### src/verilog/wwd_pkg.sv
// constants and types shared by the windowed watchdog files
package wwd_pkg;

  // timing: core clock and nominal watchdog count clock
  localparam int unsigned CLK_HZ   = 25_000_000;
  localparam int unsigned WDT_HZ   = 17_250;
  localparam int unsigned TICK_DIV = CLK_HZ / WDT_HZ;

  // addresses on the cpu data space
  localparam int unsigned ADDR_W   = 20;
  localparam int unsigned CNT_W    = 17;
  localparam logic [19:0] OPT_ADDR = 20'h000C0;
  localparam logic [19:0] SVC_ADDR = 20'hFFFAB;

  // service register values
  localparam logic [7:0] SVC_KEY      = 8'hAC;
  localparam logic [7:0] SVC_RST_RUN  = 8'h1A;
  localparam logic [7:0] SVC_RST_STOP = 8'h9A;
  localparam logic [7:0] RD_NONE      = 8'h00;

  // overflow exponents for period selector codes 0..7
  localparam logic [4:0] PERIOD_EXP [8] = '{5'h06, 5'h07, 5'h08, 5'h09,
                                            5'h0B, 5'h0D, 5'h0E, 5'h10};

  typedef enum logic [1:0] {
    WWD_WIN_BAD = 2'b00,
    WWD_WIN_50  = 2'b01,
    WWD_WIN_75  = 2'b10,
    WWD_WIN_100 = 2'b11
  } wwd_win_e;

  typedef enum logic [0:0] {
    WWD_STOPPED  = 1'b0,
    WWD_COUNTING = 1'b1
  } wwd_mode_e;

  // option byte, bit 7 down to bit 0
  typedef struct packed {
    logic       interval_irq_use;
    wwd_win_e   window_size;
    logic       count_at_reset;
    logic [2:0] overflow_period_sel;
    logic       standby_count_keep;
  } wwd_opt_s;

  // cpu access to the data space
  typedef struct packed {
    logic [19:0] addr;
    logic        wr;
    logic        rd;
    logic        bit_op;
    logic [7:0]  wdata;
  } wwd_bus_s;

  typedef struct packed {
    wwd_opt_s         opt;
    wwd_mode_e        mode;
    logic [CNT_W-1:0] cnt;
    logic             first_done;
    logic [7:0]       service_register;
    logic [7:0]       rd_data;
    logic             rst_pulse;
    logic             irq_pulse;
  } wwd_state_s;

endpackage : wwd_pkg

### src/verilog/wwd_core.sv
// windowed watchdog timer: option byte, service register, counter and reset request
//
// Overview of operation
// with interval interrupt chosen, pulse it at 75% of period plus half tick.
// window code 01/10/11 opens 50/75/100% of period; code 00 is prohibited.
// run-at-reset option decides whether counting starts after reset release.
// period selector picks 2^6,2^7,2^8,2^9,2^11,2^13,2^14,2^16 watchdog ticks.
// standby option decides whether counting continues in halt, stop, snooze.
// byte write of key ACH inside the open window clears and restarts counter.
// first service write after reset ignores the window check.
// while counting, a service write in the closed window forces internal reset.
// while counting, a non-key value or bit write forces internal reset.
// service register reads 1AH after reset if run-at-reset set, else 9AH.
// counter reaching overflow without valid service forces internal reset.
// configuration comes from the option byte at reset; runtime writes cannot change it.
// software avoids servicing in the scaled prohibited span of the 75% window.
// software services only with 8-bit key writes, never bit instructions.
// closed window covers the start of each period, open window its end.
// a watchdog reset reinitialises counter, window tracking and service register.
`timescale 1ns/1ps
module wwd_core
  import wwd_pkg::*;
#(
  parameter int unsigned DIV = TICK_DIV
) (
  // clock and reset
  input  wire logic       clk,
  input  wire logic       rst_b,
  // non-volatile option byte, sampled while reset is low
  input  wire logic [7:0] option_byte,
  // cpu data space access
  input  wire wwd_bus_s   bus,
  output logic [7:0]      rd_data,
  // processor low-power state
  input  wire logic       standby,
  // results
  output logic            internal_reset,
  output logic            interval_irq,
  output logic            counting
);

  wwd_state_s s;
  wwd_state_s next_s;
  logic       tick;
  logic       half_tick;
  logic       run_en;
  logic       svc_clear;

  // overflow length in watchdog ticks
  function automatic logic [CNT_W-1:0] period_of(input logic [2:0] sel);
    period_of = CNT_W'(1) << PERIOD_EXP[sel];
  endfunction : period_of

  // count value at which the open window begins
  function automatic logic [CNT_W-1:0] open_from(input wwd_opt_s o);
    logic [CNT_W-1:0] p;
    p = period_of(o.overflow_period_sel);
    case (o.window_size)
      WWD_WIN_50: open_from = p >> 1;
      WWD_WIN_75: open_from = p >> 2;
      // prohibited code behaves as fully open rather than tripping on every write
      default:    open_from = '0;
    endcase
  endfunction : open_from

  // reset state built from a given option byte
  function automatic wwd_state_s fresh(input wwd_opt_s o);
    wwd_state_s f;
    f            = '0;
    f.opt        = o;
    f.mode       = o.count_at_reset ? WWD_COUNTING : WWD_STOPPED;
    f.service_register = o.count_at_reset ? SVC_RST_RUN : SVC_RST_STOP;
    fresh        = f;
  endfunction : fresh

  // standby halts counting unless the option keeps it alive
  assign run_en = (s.mode == WWD_COUNTING) && (!standby || s.opt.standby_count_keep);

  wwd_tick #(
    .DIV       (DIV)
  ) u_tick (
    .clk       (clk),
    .rst_b     (rst_b),
    .run       (run_en),
    .restart   (svc_clear),
    .tick      (tick),
    .half_tick (half_tick)
  );

  always_comb begin
    logic [CNT_W-1:0] period;
    logic [CNT_W-1:0] irq_at;
    logic             svc_write;
    logic             window_open;
    logic             trip;
    period      = period_of(s.opt.overflow_period_sel);
    irq_at      = CNT_W'(period - (period >> 2));
    svc_write   = bus.wr && (bus.addr == SVC_ADDR);
    window_open = (s.cnt >= open_from(s.opt));
    trip        = 1'b0;
    svc_clear   = 1'b0;
    next_s           = s;
    next_s.rst_pulse = 1'b0;
    next_s.irq_pulse = 1'b0;

    // reads return registered data one cycle later
    if (bus.rd) begin
      if (bus.addr == OPT_ADDR) begin
        next_s.rd_data = s.opt;
      end else if (bus.addr == SVC_ADDR) begin
        next_s.rd_data = s.service_register;
      end else begin
        next_s.rd_data = RD_NONE;
      end
    end

    if (s.mode == WWD_COUNTING) begin
      if (svc_write) begin
        // any service write realigns the divider, so a refused one restarts from tick zero
        svc_clear = 1'b1;
        if (bus.bit_op || bus.wdata != SVC_KEY) begin
          trip = 1'b1;
        end else if (s.first_done && !window_open) begin
          trip = 1'b1;
        end else begin
          svc_clear                = 1'b1;
          next_s.cnt               = '0;
          next_s.first_done        = 1'b1;
          next_s.service_register  = bus.wdata;
        end
      end else if (tick) begin
        if (s.cnt == CNT_W'(period - CNT_W'(1))) begin
          trip = 1'b1;
        end else begin
          next_s.cnt = CNT_W'(s.cnt + CNT_W'(1));
        end
      end else if (half_tick && s.opt.interval_irq_use && s.cnt == irq_at) begin
        // half a tick past the three-quarter mark
        next_s.irq_pulse = 1'b1;
      end
    end else if (svc_write) begin
      // stopped counter: writes only land in the register, no reset source
      next_s.service_register = bus.wdata;
    end

    // option byte and read data are kept, everything else starts over
    if (trip) begin
      next_s           = fresh(s.opt);
      next_s.rst_pulse = 1'b1;
      next_s.rd_data   = s.rd_data;
    end

    if (!rst_b) begin
      next_s = fresh(wwd_opt_s'(option_byte));
    end
  end

  always_ff @(posedge clk) begin
    s <= next_s;
  end

  assign rd_data        = s.rd_data;
  assign internal_reset = s.rst_pulse;
  assign interval_irq   = s.irq_pulse;
  assign counting       = (s.mode == WWD_COUNTING);

endmodule : wwd_core

### src/verilog/wwd_tick.sv
// divider making the watchdog count clock enables from the core clock
`timescale 1ns/1ps
module wwd_tick
  import wwd_pkg::*;
#(
  parameter int unsigned DIV = TICK_DIV
) (
  // clock and reset
  input  wire logic clk,
  input  wire logic rst_b,
  // control
  input  wire logic run,
  input  wire logic restart,
  // enables
  output logic      tick,
  output logic      half_tick
);

  localparam logic [15:0] LAST = 16'(DIV - 1);
  localparam logic [15:0] HALF = 16'(DIV / 2 - 1);

  logic [15:0] div_cnt;
  logic [15:0] next_div_cnt;

  always_comb begin
    next_div_cnt = div_cnt;
    if (restart) begin
      next_div_cnt = '0;
    end else if (run) begin
      next_div_cnt = (div_cnt == LAST) ? '0 : 16'(div_cnt + 16'h0001);
    end
  end

  always_ff @(posedge clk) begin
    if (!rst_b) begin
      div_cnt <= '0;
    end else begin
      div_cnt <= next_div_cnt;
    end
  end

  // held off while stopped, so standby freezes the fraction of a period too
  assign tick      = run && !restart && (div_cnt == LAST);
  assign half_tick = run && !restart && (div_cnt == HALF);

endmodule : wwd_tick

### config.mk
export PLATFORM = sky130hd
export DESIGN_NAME = wwd_core
export DESIGN_NICKNAME = d
export VERILOG_FILES = /design/src/verilog/wwd_pkg.sv /design/src/verilog/wwd_core.sv /design/src/verilog/wwd_tick.sv
export SDC_FILE = /design/constraint.sdc
export NUM_CORES = 1
export LEC_CHECK = 0
export BUFFER_PORTS_ARGS = -buffer_cell sky130_fd_sc_hd__buf_2
export CAP_MARGIN = 20
export CORE_UTILIZATION = 40
export DETAILED_ROUTE_END_ITERATION = 10
export GPL_ROUTABILITY_DRIVEN = 0
export HOLD_SLACK_MARGIN = 0.12
export PLACE_DENSITY = 0.68
export SYNTH_ARGS = -nofsm -noshare
export SYNTH_HDL_FRONTEND = slang
export SYNTH_HIERARCHICAL = 1
export SYNTH_SLANG_ARGS = --single-unit
### constraint.sdc
create_clock -name clk -period 5.2 [get_ports clk]
set_input_delay 0.52 -clock clk [delete_from_list [all_inputs] [get_ports clk]]
set_output_delay 0.52 -clock clk [all_outputs]
set_load 0.05 [all_outputs]
# Word level (Yosys, flattened, before mapping)

Memories as Yosys holds them, arrays and structs flattened.
Cells that the tools add are included.
Widths: inputs -> output; s select.

Word-level logic and storage cells: 98
Memory bits (read-only): 40
Input port bits: 42
Memories kept: 1
Output and inout bits: 11
Flip-flop bits (word level): 61

Memories:

| name            | words | width | rd ports | clocked after Yosys merged registers in | wr ports | RTL line       | source |
|---|---|---|---|---|---|---|---|
| (no name shown) | 8     | 5     | 1        | 0                                       | 0        | wwd_core.sv:51 | `period_of = CNT_W'(1) << PERIOD_EXP[sel];` |

Shifts and indexed selects: 1
Mux-type cells: 34
Equal/unequal tests: 16
$add $sub $neg: 4
Order comparisons: 2
Reduce and logical (&&, ||, !) cells: 21
Bitwise operators: 6

Operators by type and width:

| kind                  | number |
|---|---|
| $mux 8                | 7 |
| $mux 26               | 2 |
| $mux 17               | 3 |
| $mux 45               | 1 |
| $mux 37               | 1 |
| $eq 17x17->1          | 2 |
| $pmux 16 s2           | 1 |
| $eq 20x20->1 const B  | 1 |
| $eq 20x8->1 const B   | 1 |
| $mux 18               | 1 |
| $add 17x1->17 const B | 1 |
| $ge 17x16->1          | 1 |
| $shl 1x5->17 const A  | 1 |
| $sub 17x1->17 const B | 1 |
| $sub 17x15->17        | 1 |
| $add 16x1->16 const B | 1 |
| $eq 16x10->1 const B  | 1 |
| $eq 16x11->1 const B  | 1 |
| $mux 16               | 1 |
| $mux 1                | 14 |
| $mux 5                | 2 |
| $mux 9                | 1 |
| $logic_and 1x1->1     | 8 |
| $ne 4x3->1 const B    | 2 |
| other kinds (18)      | 28 |

# Longest topological paths before layout

Gate-level depths: netlist (run 1).

Depth in word-level cells: 15
Gate-level depth with buffers: 19
Gate-level depth less buffers: 17

# Modules after synthesis

Netlist (run 1), hierarchy kept.

By module, submodules not included:

| module   | times used | cells each | seq. area each (sq um) | area each (sq um) |
|---|---|---|---|---|
| wwd_core | 1          | 533        | 1071.0                 | 4299.1 |
| wwd_tick | 1          | 95         | 320.3                  | 852.1 |

# Worst setup path after synthesis (run 1)

OpenSTA, ideal clock, no wires.

Path type: register -> register
Start: reg s[39] (netlist bit)
End: reg s[32] (netlist bit)
Setup time: 70 ps
Clock period less this slack: 3925 ps
Buffers on the path: 2
Slack: 1275 ps
Stages on the path, launching flop included: 16
Data arrival time: 3855 ps
Data required time: 5130 ps
Path through: edfxtp_1 > ha_1 > buf_6 > or4b_1 > nor2_1 > a22oi_1 > ha_1 > nand3_1 > o21bai_1 > a311oi_1 > or4bb_1 > a31oi_1 > a211o_2 > buf_6 > or4_1 > a21oi_1

Longest elaborated chain between the ends: 14
Elaborated cells between the ends (all ways): 21
Those cells by class: add/sub (1); order compare (1); eq/ne (3); shift (1); mux (9); bitwise (1); reduce/logical (4); memory (1)

RTL lines:

| item                                                                  | RTL line        | source |
|---|---|---|
| start, declared                                                       | wwd_core.sv:42  | `wwd_state_s s;` |
| start signal, assigned                                                | wwd_core.sv:159 | `s <= next_s;` |
| $not 3->4 (not written as such) *                                     | wwd_core.sv:51  |  |
| $mem_v2 8x5 *                                                         | --              |  |
| $mux 5 (not written as such) * (2 in a row)                           | wwd_core.sv:51  |  |
| $shl 1x5->17 *                                                        | wwd_core.sv:51  |  |
| parallel branches: the longest is 9 deep, another holds $sub 17x1->17 | --              |  |

Every way passes the cells marked *. The select of a mux whose other input is x is not followed.
A chain may end at the register's enable or synchronous reset.

# Worst setup path in the final report (run 1)

Start: reg s[38] (netlist bit)
End: reg s[30] (netlist bit)

The elaborated chain is that of the path after synthesis.

==> key figures, run 1 <==
Run status
  – Outcome: completed

Route
  – Drt total wl: 13,300 um
  – Initial DRC count: 298
  – Drt first pass iters: 5
  – Vias: 4,748
  – Via density: 5.73
  – DR WL/cell: 16.0 um
  – Antenna viol nets, final: 0
  – DRC: 0

Worst setup path
  – Reg2reg setup slack: 480 ps
  – Delay-heaviest family, CP: simple AND/OR/NAND/NOR gates
  – Critical R2R Capture: s[30]$_SDFFE_PP0P_
  – CP bufs+invs: 1
  – Worst r2r path cells: 16
  – WS Path Type: flip-flop to flip-flop
  – CP arrival: 4970 ps
  – Worst-path fanout max: 34
  – CP Launch Type: flip-flop
  – CP required: 5450 ps
  – Critical path cell sequence: buf_4 -> ha_1 -> nor2b_2 -> nand3_1 -> mux2_2 -> nor2_1 -> a22oi_1 -> ha_1 -> nand4_1 -> nor4_1 -> a31oi_1 -> a21oi_1 -> a31oi_1 -> a211o_2 -> or4_1 -> a21oi_1
  – Crit-path max cell delay: 550 ps
  – Crit-path slowest cell: or4_1
  – Critical Path End Type: flip-flop
  – R2R Path Start: s[38]$_DFFE_PN_

Timing
  – Fin Setup TNS: 0 ps
  – Max transition margin: 52.1%
  – Final period util: 90.7%
  – Setup violations, final: 0
  – RSZ-0062 raised after global routing: no
  – Slack of the critical path: 481 ps
  – Worst Tran Pin Value: 717 ps
  – Final Hold Viols: 0
  – Final min period: 4720 ps
  – Fmax: 212 MHz
  – Skew final: 4.51 ps
  – Max-slew violations: 0

Die
  – Die area: 0.0133 mm^2
  – Core area: 0.0126 mm^2
  – Die X: 115 um
  – Initial Utilization: 41.0%
  – IO Pins: 53
  – Row cnt: 41
  – Chip Height: 115 um

GRT
  – First-pass GRT wire length: 21,800 um
  – GRT overflow: 0
  – Total track usage: 20.7%
  – Initial antenna violation count: 0
  – Largest net degree at the start of global routing: 35
  – Vias in the first global route: 4,474

Clock network
  – TritonCTS Buffers: 9
  – Clock buffer depth: 2
  – CTS HTree Levels: 3
  – Clock Sinks: 61
  – Worst-Skew Late Latency: 330 ps
  – Hold Buf Count CTS: 0
  – CTS root buf: clkbuf_16
  – Worst-path clk slew: 60 ps
  – Post-CTS sizing: 0
  – Post-CTS setup buffers: 0
  – CTS tree: done

Hold path
  – Hold_sp: rd_data[3]$_SDFFE_PN0P_
  – WHS Path Cells: 2
  – Worst Hold Class: flip-flop to flip-flop
  – Worst hold path endpoint: rd_data[3]$_SDFFE_PN0P_

Finish
  – Share of layout cells above drive strength 1: 15.2%
  – Util after Layout: 45.4%
  – Area Growth Syn to Fin: 10.8%
  – Number of diodes: 0
  – Nets: 730

Yosys
  – Number of synthesized flops with an enable pin: 17
  – Largest cells by area after synthesis: dfxtp_1 (17%), edfxtp_1 (9.9%), ha_1 (9.0%), nand2_1 (4.7%), xnor2_1 (4.6%)
  – Synth top area share: 17.1%
  – Gate count after technology mapping: 628
  – Syn nets: 707
  – Ys async rst share: 0%
  – Ys Warns: 6
  – Avg Inst Size Synth: 8.20 um^2
  – Sequential fraction of the synthesis area: 27.0%
  – Library cells used by synthesis: 76
  – Synthesis-stage register bit count: 61
  – Cell Area, Synth: 0.00515 mm^2
  – Ys flop type: dfxtp_1
  – Area leader, netlist: dfxtp_1

Placement
  – I/O Buffers: 52
  – Pre-CTS WS: 582 ps
  – Dpl hpwl: 10,100 um

Job
  – Max-cap violation count: 0

Power and ir drop
  – Power per cell area: 239 mW/mm^2
  – Leakage: 0.00215 uW
  – Design Power: 1360 uW
  – Maximum VDD drop: 0.000198 V
[worst max path at each step]
stage | from | to | slack [ps] | cells after the start
floorplan | s[39]$_DFFE_PN_ | s[32]$_SDFFE_PP0P_ | 1280 | 15
global placement | s[38]$_DFFE_PN_ | s[30]$_SDFFE_PP0P_ | 730 | 16
detailed placement | s[38]$_DFFE_PN_ | s[31]$_SDFFE_PP0P_ | 580 | 14
CTS | s[38]$_DFFE_PN_ | s[31]$_SDFFE_PP0P_ | 560 | 14
global route | s[38]$_DFFE_PN_ | s[30]$_SDFFE_PP0P_ | 130 | 16
finish | s[38]$_DFFE_PN_ | s[30]$_SDFFE_PP0P_ | 480 | 16
[metal layers]
layer,part of all wire [%],global-route usage [%]
met4,2.0,7.19
met1,46,27.2
met3,4.1,3.82
met2,48,34.0
met5,0,0
[layout make-up]
type / count / area, um^2
timing repair buffer: 59 / 313
clock buffer: 11 / 264
sequential: 61 / 1390
clock inverter: 5 / 40.0
multi-input combinational: 486 / 3360
tap: 172 / 215
fill: 1212 / 6860
inverter: 34 / 128
[cell families (layout without fill, tap and decap cells)]
family,Yosys count,after routing,synth area share [%]
xor+xnor,36,36,6.27
flops,61,61,27.0
mux,14,14,2.77
fa+ha+maj,37,37,8.99
compound gates,131,131,17.6
buf+inv,81,109,7.80
simple gates,268,268,29.6
[flip-flops by register name (all words and copies together), names as in the netlist]
signal	flops
counting	1
interval_irq	1
rd_data	8
s	34
internal_reset	1
u_tick/div_cnt	16
[report_power, final]
group / leakage, uW / switching (uW) / internal, uW
Combinational: 0.00148 / 150 / 97.7
Sequential: 0.000522 / 12.2 / 501
Clock: 0.000151 / 233 / 368
Total: 0.00215 / 395 / 967
[worst min-delay path: stages (launching register included)]
cell and delay [ps]:
dfxtp_1 300, nand2_1 50, mux2i_1 50
[cell usage after synthesis, drive strengths merged (4+ instances only)]
| library cell | instances |
|---|---|
| nand3 | 30 |
| a21o | 4 |
| o21ai | 17 |
| mux2i | 12 |
| xnor2 | 28 |
| and3 | 10 |
| a21oi | 38 |
| a31oi | 6 |
| nand2b | 6 |
| buf | 29 |
| nor4 | 10 |
| ha | 37 |
| o31ai | 15 |
| clkbuf | 18 |
| nor2 | 51 |
| nor2b | 20 |
| a22oi | 13 |
| or4 | 16 |
| xor2 | 8 |
| dfxtp | 44 |
| nor3 | 14 |
| nor4b | 6 |
| inv | 34 |
| a22o | 10 |
| edfxtp | 17 |
| nand4 | 20 |
| nand2 | 65 |
[stage by stage]
stage | hold WS (ps) | cells | instance area [um^2]
4_1_cts | 458 | 828 | 5710
3_5_place_dp | 451 | 812 | 5410
5_1_grt | 481 | 828 | 5710
2_1_floorplan | 437 | 628 | 5150
3_3_place_gp | 442 | 812 | 5410
6_report | 455 | 828 | 5710
[cells in the final DEF, fill, tap and decap left out, drive strengths merged, types with 4 or more instances in the layout]
| cell type | n |
|---|---|
| nor2b | 20 |
| inv | 35 |
| o21ai | 17 |
| clkinv | 4 |
| edfxtp | 17 |
| a21o | 4 |
| buf | 59 |
| mux2i | 12 |
| nor4 | 10 |
| ha | 37 |
| nand2 | 65 |
| dfxtp | 44 |
| a22oi | 13 |
| and3 | 10 |
| nor2 | 51 |
| nand4 | 20 |
| o31ai | 15 |
| nor4b | 6 |
| xnor2 | 28 |
| or4 | 16 |
| a22o | 10 |
| a31oi | 6 |
| nand3 | 30 |
| nand2b | 6 |
| xor2 | 8 |
| a21oi | 38 |
| nor3 | 14 |
| clkbuf | 11 |
Note: power is estimated with default switching activity, not from simulation.
==> run 2, diff against run 1 <==
Settings changed: MAX_ROUTING_LAYER set to met4.
==> run 2 against run 1 <==
  * First-iteration DRC count rose by 3.7%
  * Cell area unchanged
  * Wire length rose by 0.29%
  * Clock-buffer cell count unchanged
  * Combinational power about the same
  * Sequential power about the same
  * Largest power group unchanged
==> key figures, run 2 (synthesized netlist as in run 1, its figures left out) <==
Clock network
  – Worst-path clk slew: 60 ps
  – Post-CTS setup buffers: 0
  – CTS root buf: clkbuf_16
  – Clock buffer depth: 2
  – CTS tree: done
  – TritonCTS Buffers: 9
  – Clock Sinks: 61
  – Hold Buf Count CTS: 0
  – Post-CTS sizing: 0
  – Worst-Skew Late Latency: 330 ps
  – CTS HTree Levels: 3

Worst setup path
  – Crit-path max cell delay: 630 ps
  – Crit-path slowest cell: or4b_1
  – Critical Path Stages: 14
  – Critical Path End Type: flip-flop
  – Most common cell on crit path: ha_1
  – CP bufs+invs: 1
  – Worst r2r path cells: 14
  – Reg2reg setup slack: 510 ps
  – WS Path Type: flip-flop to flip-flop
  – Critical R2R Capture: s[30]$_SDFFE_PP0P_
  – R2R Path Start: s[38]$_DFFE_PN_
  – CP required: 5450 ps
  – Critical path cell sequence: buf_4 -> ha_1 -> or4b_1 -> nor2_1 -> a22oi_1 -> ha_1 -> nand3_1 -> o21bai_1 -> a311oi_1 -> or4bb_1 -> a31oi_1 -> a211o_2 -> or4_1 -> a21oi_1
  – Crit path from: s[38]$_DFFE_PN_
  – CP arrival: 4940 ps
  – Worst-path fanout max: 34
  – Delay-heaviest family, CP: simple AND/OR/NAND/NOR gates
  – CP endpoint: s[30]$_SDFFE_PP0P_
  – CP Launch Type: flip-flop

Timing
  – Final Hold Viols: 0
  – Worst Tran Pin Value: 723 ps
  – Max-slew violations: 0
  – Hold Slack: 455 ps
  – Final min period: 4690 ps
  – Max transition margin: 51.7%
  – Setup violations, final: 0
  – Final period util: 90.2%
  – Skew final: 3.97 ps
  – RSZ-0062 raised after global routing: no
  – Fmax: 213 MHz
  – Fin Setup TNS: 0 ps

Die
  – Die X: 115 um
  – Chip Height: 115 um
  – Die area: 0.0133 mm^2
  – Initial Utilization: 41.0%
  – IO Pins: 53
  – Row cnt: 41
  – Core area: 0.0126 mm^2

Finish
  – Final Non-Filler Cells: 828
  – Register area: 0.00139 mm^2
  – Most common cell after layout, fill and taps aside: nand2_1
  – Util after Layout: 45.4%
  – Number of diodes: 0
  – Share of layout cells above drive strength 1: 15.2%
  – Most frequent cells in the layout: nand2_1 (65), buf_2 (52), nor2_1 (51)
  – Reg with most FFs: s
  – Multi-input logic area: 0.00336 mm^2
  – Nets: 730
  – Max reg flops: 34
  – Fillcell total: 1,212
  – Area Growth Syn to Fin: 10.8%

GRT
  – Total track usage: 21.3%
  – GR peak layer: met2
  – Met3 usage: 3.82%
  – Initial antenna violation count: 0
  – GRT overflow: 0
  – GR Layer Usage met2: 34.1%
  – First-pass GRT wire length: 21,800 um
  – M1 GR Usage: 27.1%
  – Vias in the first global route: 4,461
  – Largest net degree at the start of global routing: 35

Route
  – DR WL/cell: 16.1 um
  – Antenna viol nets, final: 0
  – Drt total wl: 13,300 um
  – DRC: 0
  – Initial DRC count: 309
  – Drt first pass iters: 5
  – Vias: 4,740
  – Via density: 5.72

Power and ir drop
  – Comb pwr share: 18.2%
  – Leakage: 0.00215 uW
  – Maximum VDD drop: 0.000199 V
  – Clock power frac: 44.1%
  – Switching share of power: 29.0%
  – Design Power: 1360 uW
  – Power per cell area: 238 mW/mm^2
  – Sw Pwr: 395 uW
  – Pint: 967 uW
  – Seq pwr share: 37.7%

Placement
  – Dpl hpwl: 10,100 um
  – I/O Buffers: 52
  – Placed insts: 812

Hold path
  – Worst Hold Class: flip-flop to flip-flop

Run status
  – Outcome: completed

Job
  – Max-cap violation count: 0
run 2: cell type report:
cell class	count	share of cell area (%)
Inverter	34	2.24
Clock inverter	5	0.701
Clock buffer	11	4.62
Multi-Input combinational cell	486	58.8
Timing Repair Buffer	59	5.48
Tap cell	172	3.77
Sequential cell	61	24.4
run 2: routing by layer:
layer | up-vias | part of all wire, %
li1 | 2349 | -
met1 | 2250 | 45
met2 | 113 | 48
met3 | 28 | 4.4
met4 | 0 | 2.0
met5 | - | 0
run 2: power groups by stage:
| stage | Combinational, uW | Sequential (uW) | Clock (uW) |
|---|---|---|---|
| 4_1_cts | 246 | 513 | 610 |
| 2_1_floorplan | 190 | 519 | 0 |
| 6_report | 248 | 513 | 600 |
| 5_1_grt | 272 | 515 | 630 |
| 3_5_place_dp | 244 | 523 | 0 |
| 3_3_place_gp | 238 | 523 | 0 |
run 2: tightest hold or removal path, stage by stage, from the launching register on:
cell,delay [ps]
dfxtp_1,300
nand2_1,50
mux2i_1,50
run 2: worst min path at each step:
stage	startpoint	end	cells past startpoint
after floorplan	s[18]$_SDFFE_PP0P_	s[18]$_SDFFE_PP0P_	2
after global placement	rd_data[6]$_SDFFE_PN0P_	rd_data[6]$_SDFFE_PN0P_	2
after detailed placement	rd_data[3]$_SDFFE_PN0P_	rd_data[3]$_SDFFE_PN0P_	2
after CTS	rd_data[3]$_SDFFE_PN0P_	rd_data[3]$_SDFFE_PN0P_	2
after global routing	rd_data[4]$_SDFFE_PN0P_	rd_data[4]$_SDFFE_PN0P_	2
final	rd_data[3]$_SDFFE_PN0P_	rd_data[3]$_SDFFE_PN0P_	2
run 2: metrics by stage:
step | area (um^2) | setup WS, ps
2_1_floorplan | 5150 | 1280
3_3_place_gp | 5410 | 730
3_5_place_dp | 5410 | 582
4_1_cts | 5710 | 556
5_1_grt | 5710 | 134
6_report | 5710 | 510
==> run 3, diff against run 2 <==
Settings changed: ABC_AREA set to 1, CORE_MARGIN set to 4.
==> run 3 against run 2 <==
  * Sequential share of layout area fell by 2.3 points
  * Cell area rose by 10%
  * Worst setup slack improved by 280 ps
  * Cell count rose by 29%
  * Largest cell class unchanged
  * Clock skew rose by 2.5 ps
==> key figures, run 3 <==
Run status
  – Outcome: completed

Yosys
  – Ys flop type: dfxtp_1
  – Library cells used by synthesis: 42
  – Area leader, netlist: dfxtp_1
  – Synth top cells by count: nand2_1 (173), inv_1 (114), nor2_1 (103)
  – Largest cells by area after synthesis: dfxtp_1 (16%), nand2_1 (12%), edfxtp_1 (9.0%), ha_1 (8.2%), inv_1 (7.6%)
  – Ys async rst share: 0%
  – Sequential fraction of the synthesis area: 24.6%
  – Syn nets: 926
  – Number of synthesized flops with an enable pin: 17
  – Count leader, synth: nand2_1
  – Synth top area share: 15.6%
  – Cell Area, Synth: 0.00565 mm^2
  – Avg Inst Size Synth: 6.67 um^2
  – Gate count after technology mapping: 847
  – Ys Warns: 6
  – Synthesis-stage register bit count: 61

Finish
  – Final Non-Filler Cells: 1,069
  – Area Growth Syn to Fin: 11.4%
  – Util after Layout: 45.5%
  – Number of diodes: 0
  – Nets: 963
  – Max reg flops: 34
  – Most common cell after layout, fill and taps aside: nand2_1
  – Share of layout cells above drive strength 1: 15.1%
  – Most frequent cells in the layout: nand2_1 (173), inv_1 (114), nor2_1 (103)
  – Reg with most FFs: s

Clock network
  – CTS tree: done
  – CTS HTree Levels: 3
  – CTS root buf: clkbuf_16
  – Worst-path clk slew: 60 ps
  – Clock Sinks: 61
  – TritonCTS Buffers: 9
  – Hold Buf Count CTS: 0
  – Worst-Skew Late Latency: 340 ps
  – Post-CTS sizing: 0
  – Clock buffer depth: 2
  – Post-CTS setup buffers: 0

Placement
  – Dpl hpwl: 11,300 um
  – I/O Buffers: 52
  – Placed insts: 1,053

Power and ir drop
  – Seq pwr share: 35.9%
  – Switching share of power: 31.3%
  – Sw Pwr: 453 uW
  – Pint: 995 uW
  – Leakage: 0.00284 uW
  – Clock power frac: 43.2%
  – Power per cell area: 230 mW/mm^2
  – Maximum VDD drop: 0.000158 V
  – Comb pwr share: 20.9%

Route
  – DR WL/cell: 13.8 um
  – Wl on met1: 6900 um
  – DR WL met3: 968 um
  – WL met2: 6610 um
  – Vias: 5,525
  – Drt first pass iters: 5
  – Drt total wl: 14,700 um
  – Max layer used: met4
  – Via density: 5.17
  – Antenna viol nets, final: 0
  – Initial DRC count: 586
  – DRC: 0

GRT
  – Largest net degree at the start of global routing: 27
  – Initial antenna violation count: 0
  – GRT overflow: 0
  – Vias in the first global route: 4,968
  – Total track usage: 18.8%
  – First-pass GRT wire length: 24,200 um

Die
  – Core area: 0.0138 mm^2
  – Initial Utilization: 40.8%
  – Die X: 127 um
  – Die area: 0.0161 mm^2
  – Row cnt: 43
  – Chip Height: 127 um
  – IO Pins: 53

Timing
  – Skew final: 6.46 ps
  – Fmax: 227 MHz
  – RSZ-0062 raised after global routing: no
  – Final min period: 4410 ps
  – Final period util: 84.9%
  – Max transition margin: 55.8%
  – Worst Tran Pin Value: 657 ps
  – Setup violations, final: 0
  – Final Hold Viols: 0
  – Fin Setup TNS: 0 ps
  – Max-slew violations: 0

Worst setup path
  – CP Launch Type: flip-flop
  – Worst-path fanout max: 21
  – WS Path Type: flip-flop to flip-flop
  – CP arrival: 4400 ps
  – Critical Path End Type: flip-flop
  – CP required: 5180 ps

Hold path
  – Worst Hold Class: flip-flop to flip-flop

Job
  – Max-cap violation count: 0
-- run 3: metal layers --
metal | track usage (%) | up-vias
li1 | - | 2860
met1 | 24.9 | 2479
met2 | 29.3 | 167
met3 | 3.33 | 19
met4 | 5.55 | 0
met5 | - | -
-- run 3: cells by family (layout without fill, tap and decap cells) --
kind of cell,count (synthesis),after routing,share of synthesized area (%)
simple gates,456,456,38.9
buf+inv,154,196,11.3
compound gates,103,103,11.4
flops,61,61,24.6
fa+ha+maj,37,37,8.20
xor+xnor,36,36,5.58
-- run 3: path summary, 6_finish.rpt --
check,to,start,cells after the start,slack [ps]
min reg2reg,s[18]$_SDFFE_PP0P_,s[18]$_SDFFE_PP0P_,2,460
max reg2reg,s[13]$_SDFFCE_PP1P_,s[40]$_DFFE_PN_,17,790
max,s[13]$_SDFFCE_PP1P_,s[40]$_DFFE_PN_,17,790
min,s[18]$_SDFFE_PP0P_,s[18]$_SDFFE_PP0P_,2,460
-- run 3: power groups by stage --
stage / clock network, uW / logic, uW / registers, uW
4_1_cts: 635 / 301 / 519
5_1_grt: 660 / 340 / 520
3_3_place_gp: 0 / 298 / 528
3_5_place_dp: 0 / 299 / 529
6_report: 625 / 303 / 519
2_1_floorplan: 0 / 234 / 524
-- run 3: metrics by stage --
stage | total power [uW] | setup WS (ps) | instance area (um^2) | hold slack, ps
final | 1450 | 786 | 6290 | 461
after detailed placement | 828 | 872 | 5980 | 451
after floorplan | 758 | 1530 | 5650 | 432
after global placement | 827 | 877 | 5980 | 447
after CTS | 1450 | 869 | 6290 | 460
after global routing | 1520 | 303 | 6290 | 493
-- run 3: cell type report --
type	count	area [um^2]
fillers	1406	7530
clock buffers	10	239
flip-flops and latches	61	1390
clock inverters	6	70.1
well taps	180	225
inverters	126	475
repair buffers	54	275
multi-input cells	632	3620
-- run 3: critical path: stages (launching register included) --
cell	delay, ps
edfxtp_1	690
inv_2	230
nand2_4	210
nand2_2	130
nor2_2	150
nand3_1	210
o22ai_1	200
inv_1	80
ha_1	310
nand4_1	150
nor4_1	300
nand2_1	70
nand4_1	120
nor2_1	70
o21bai_1	110
nand2_1	90
nand2_1	490
nand3_1	430
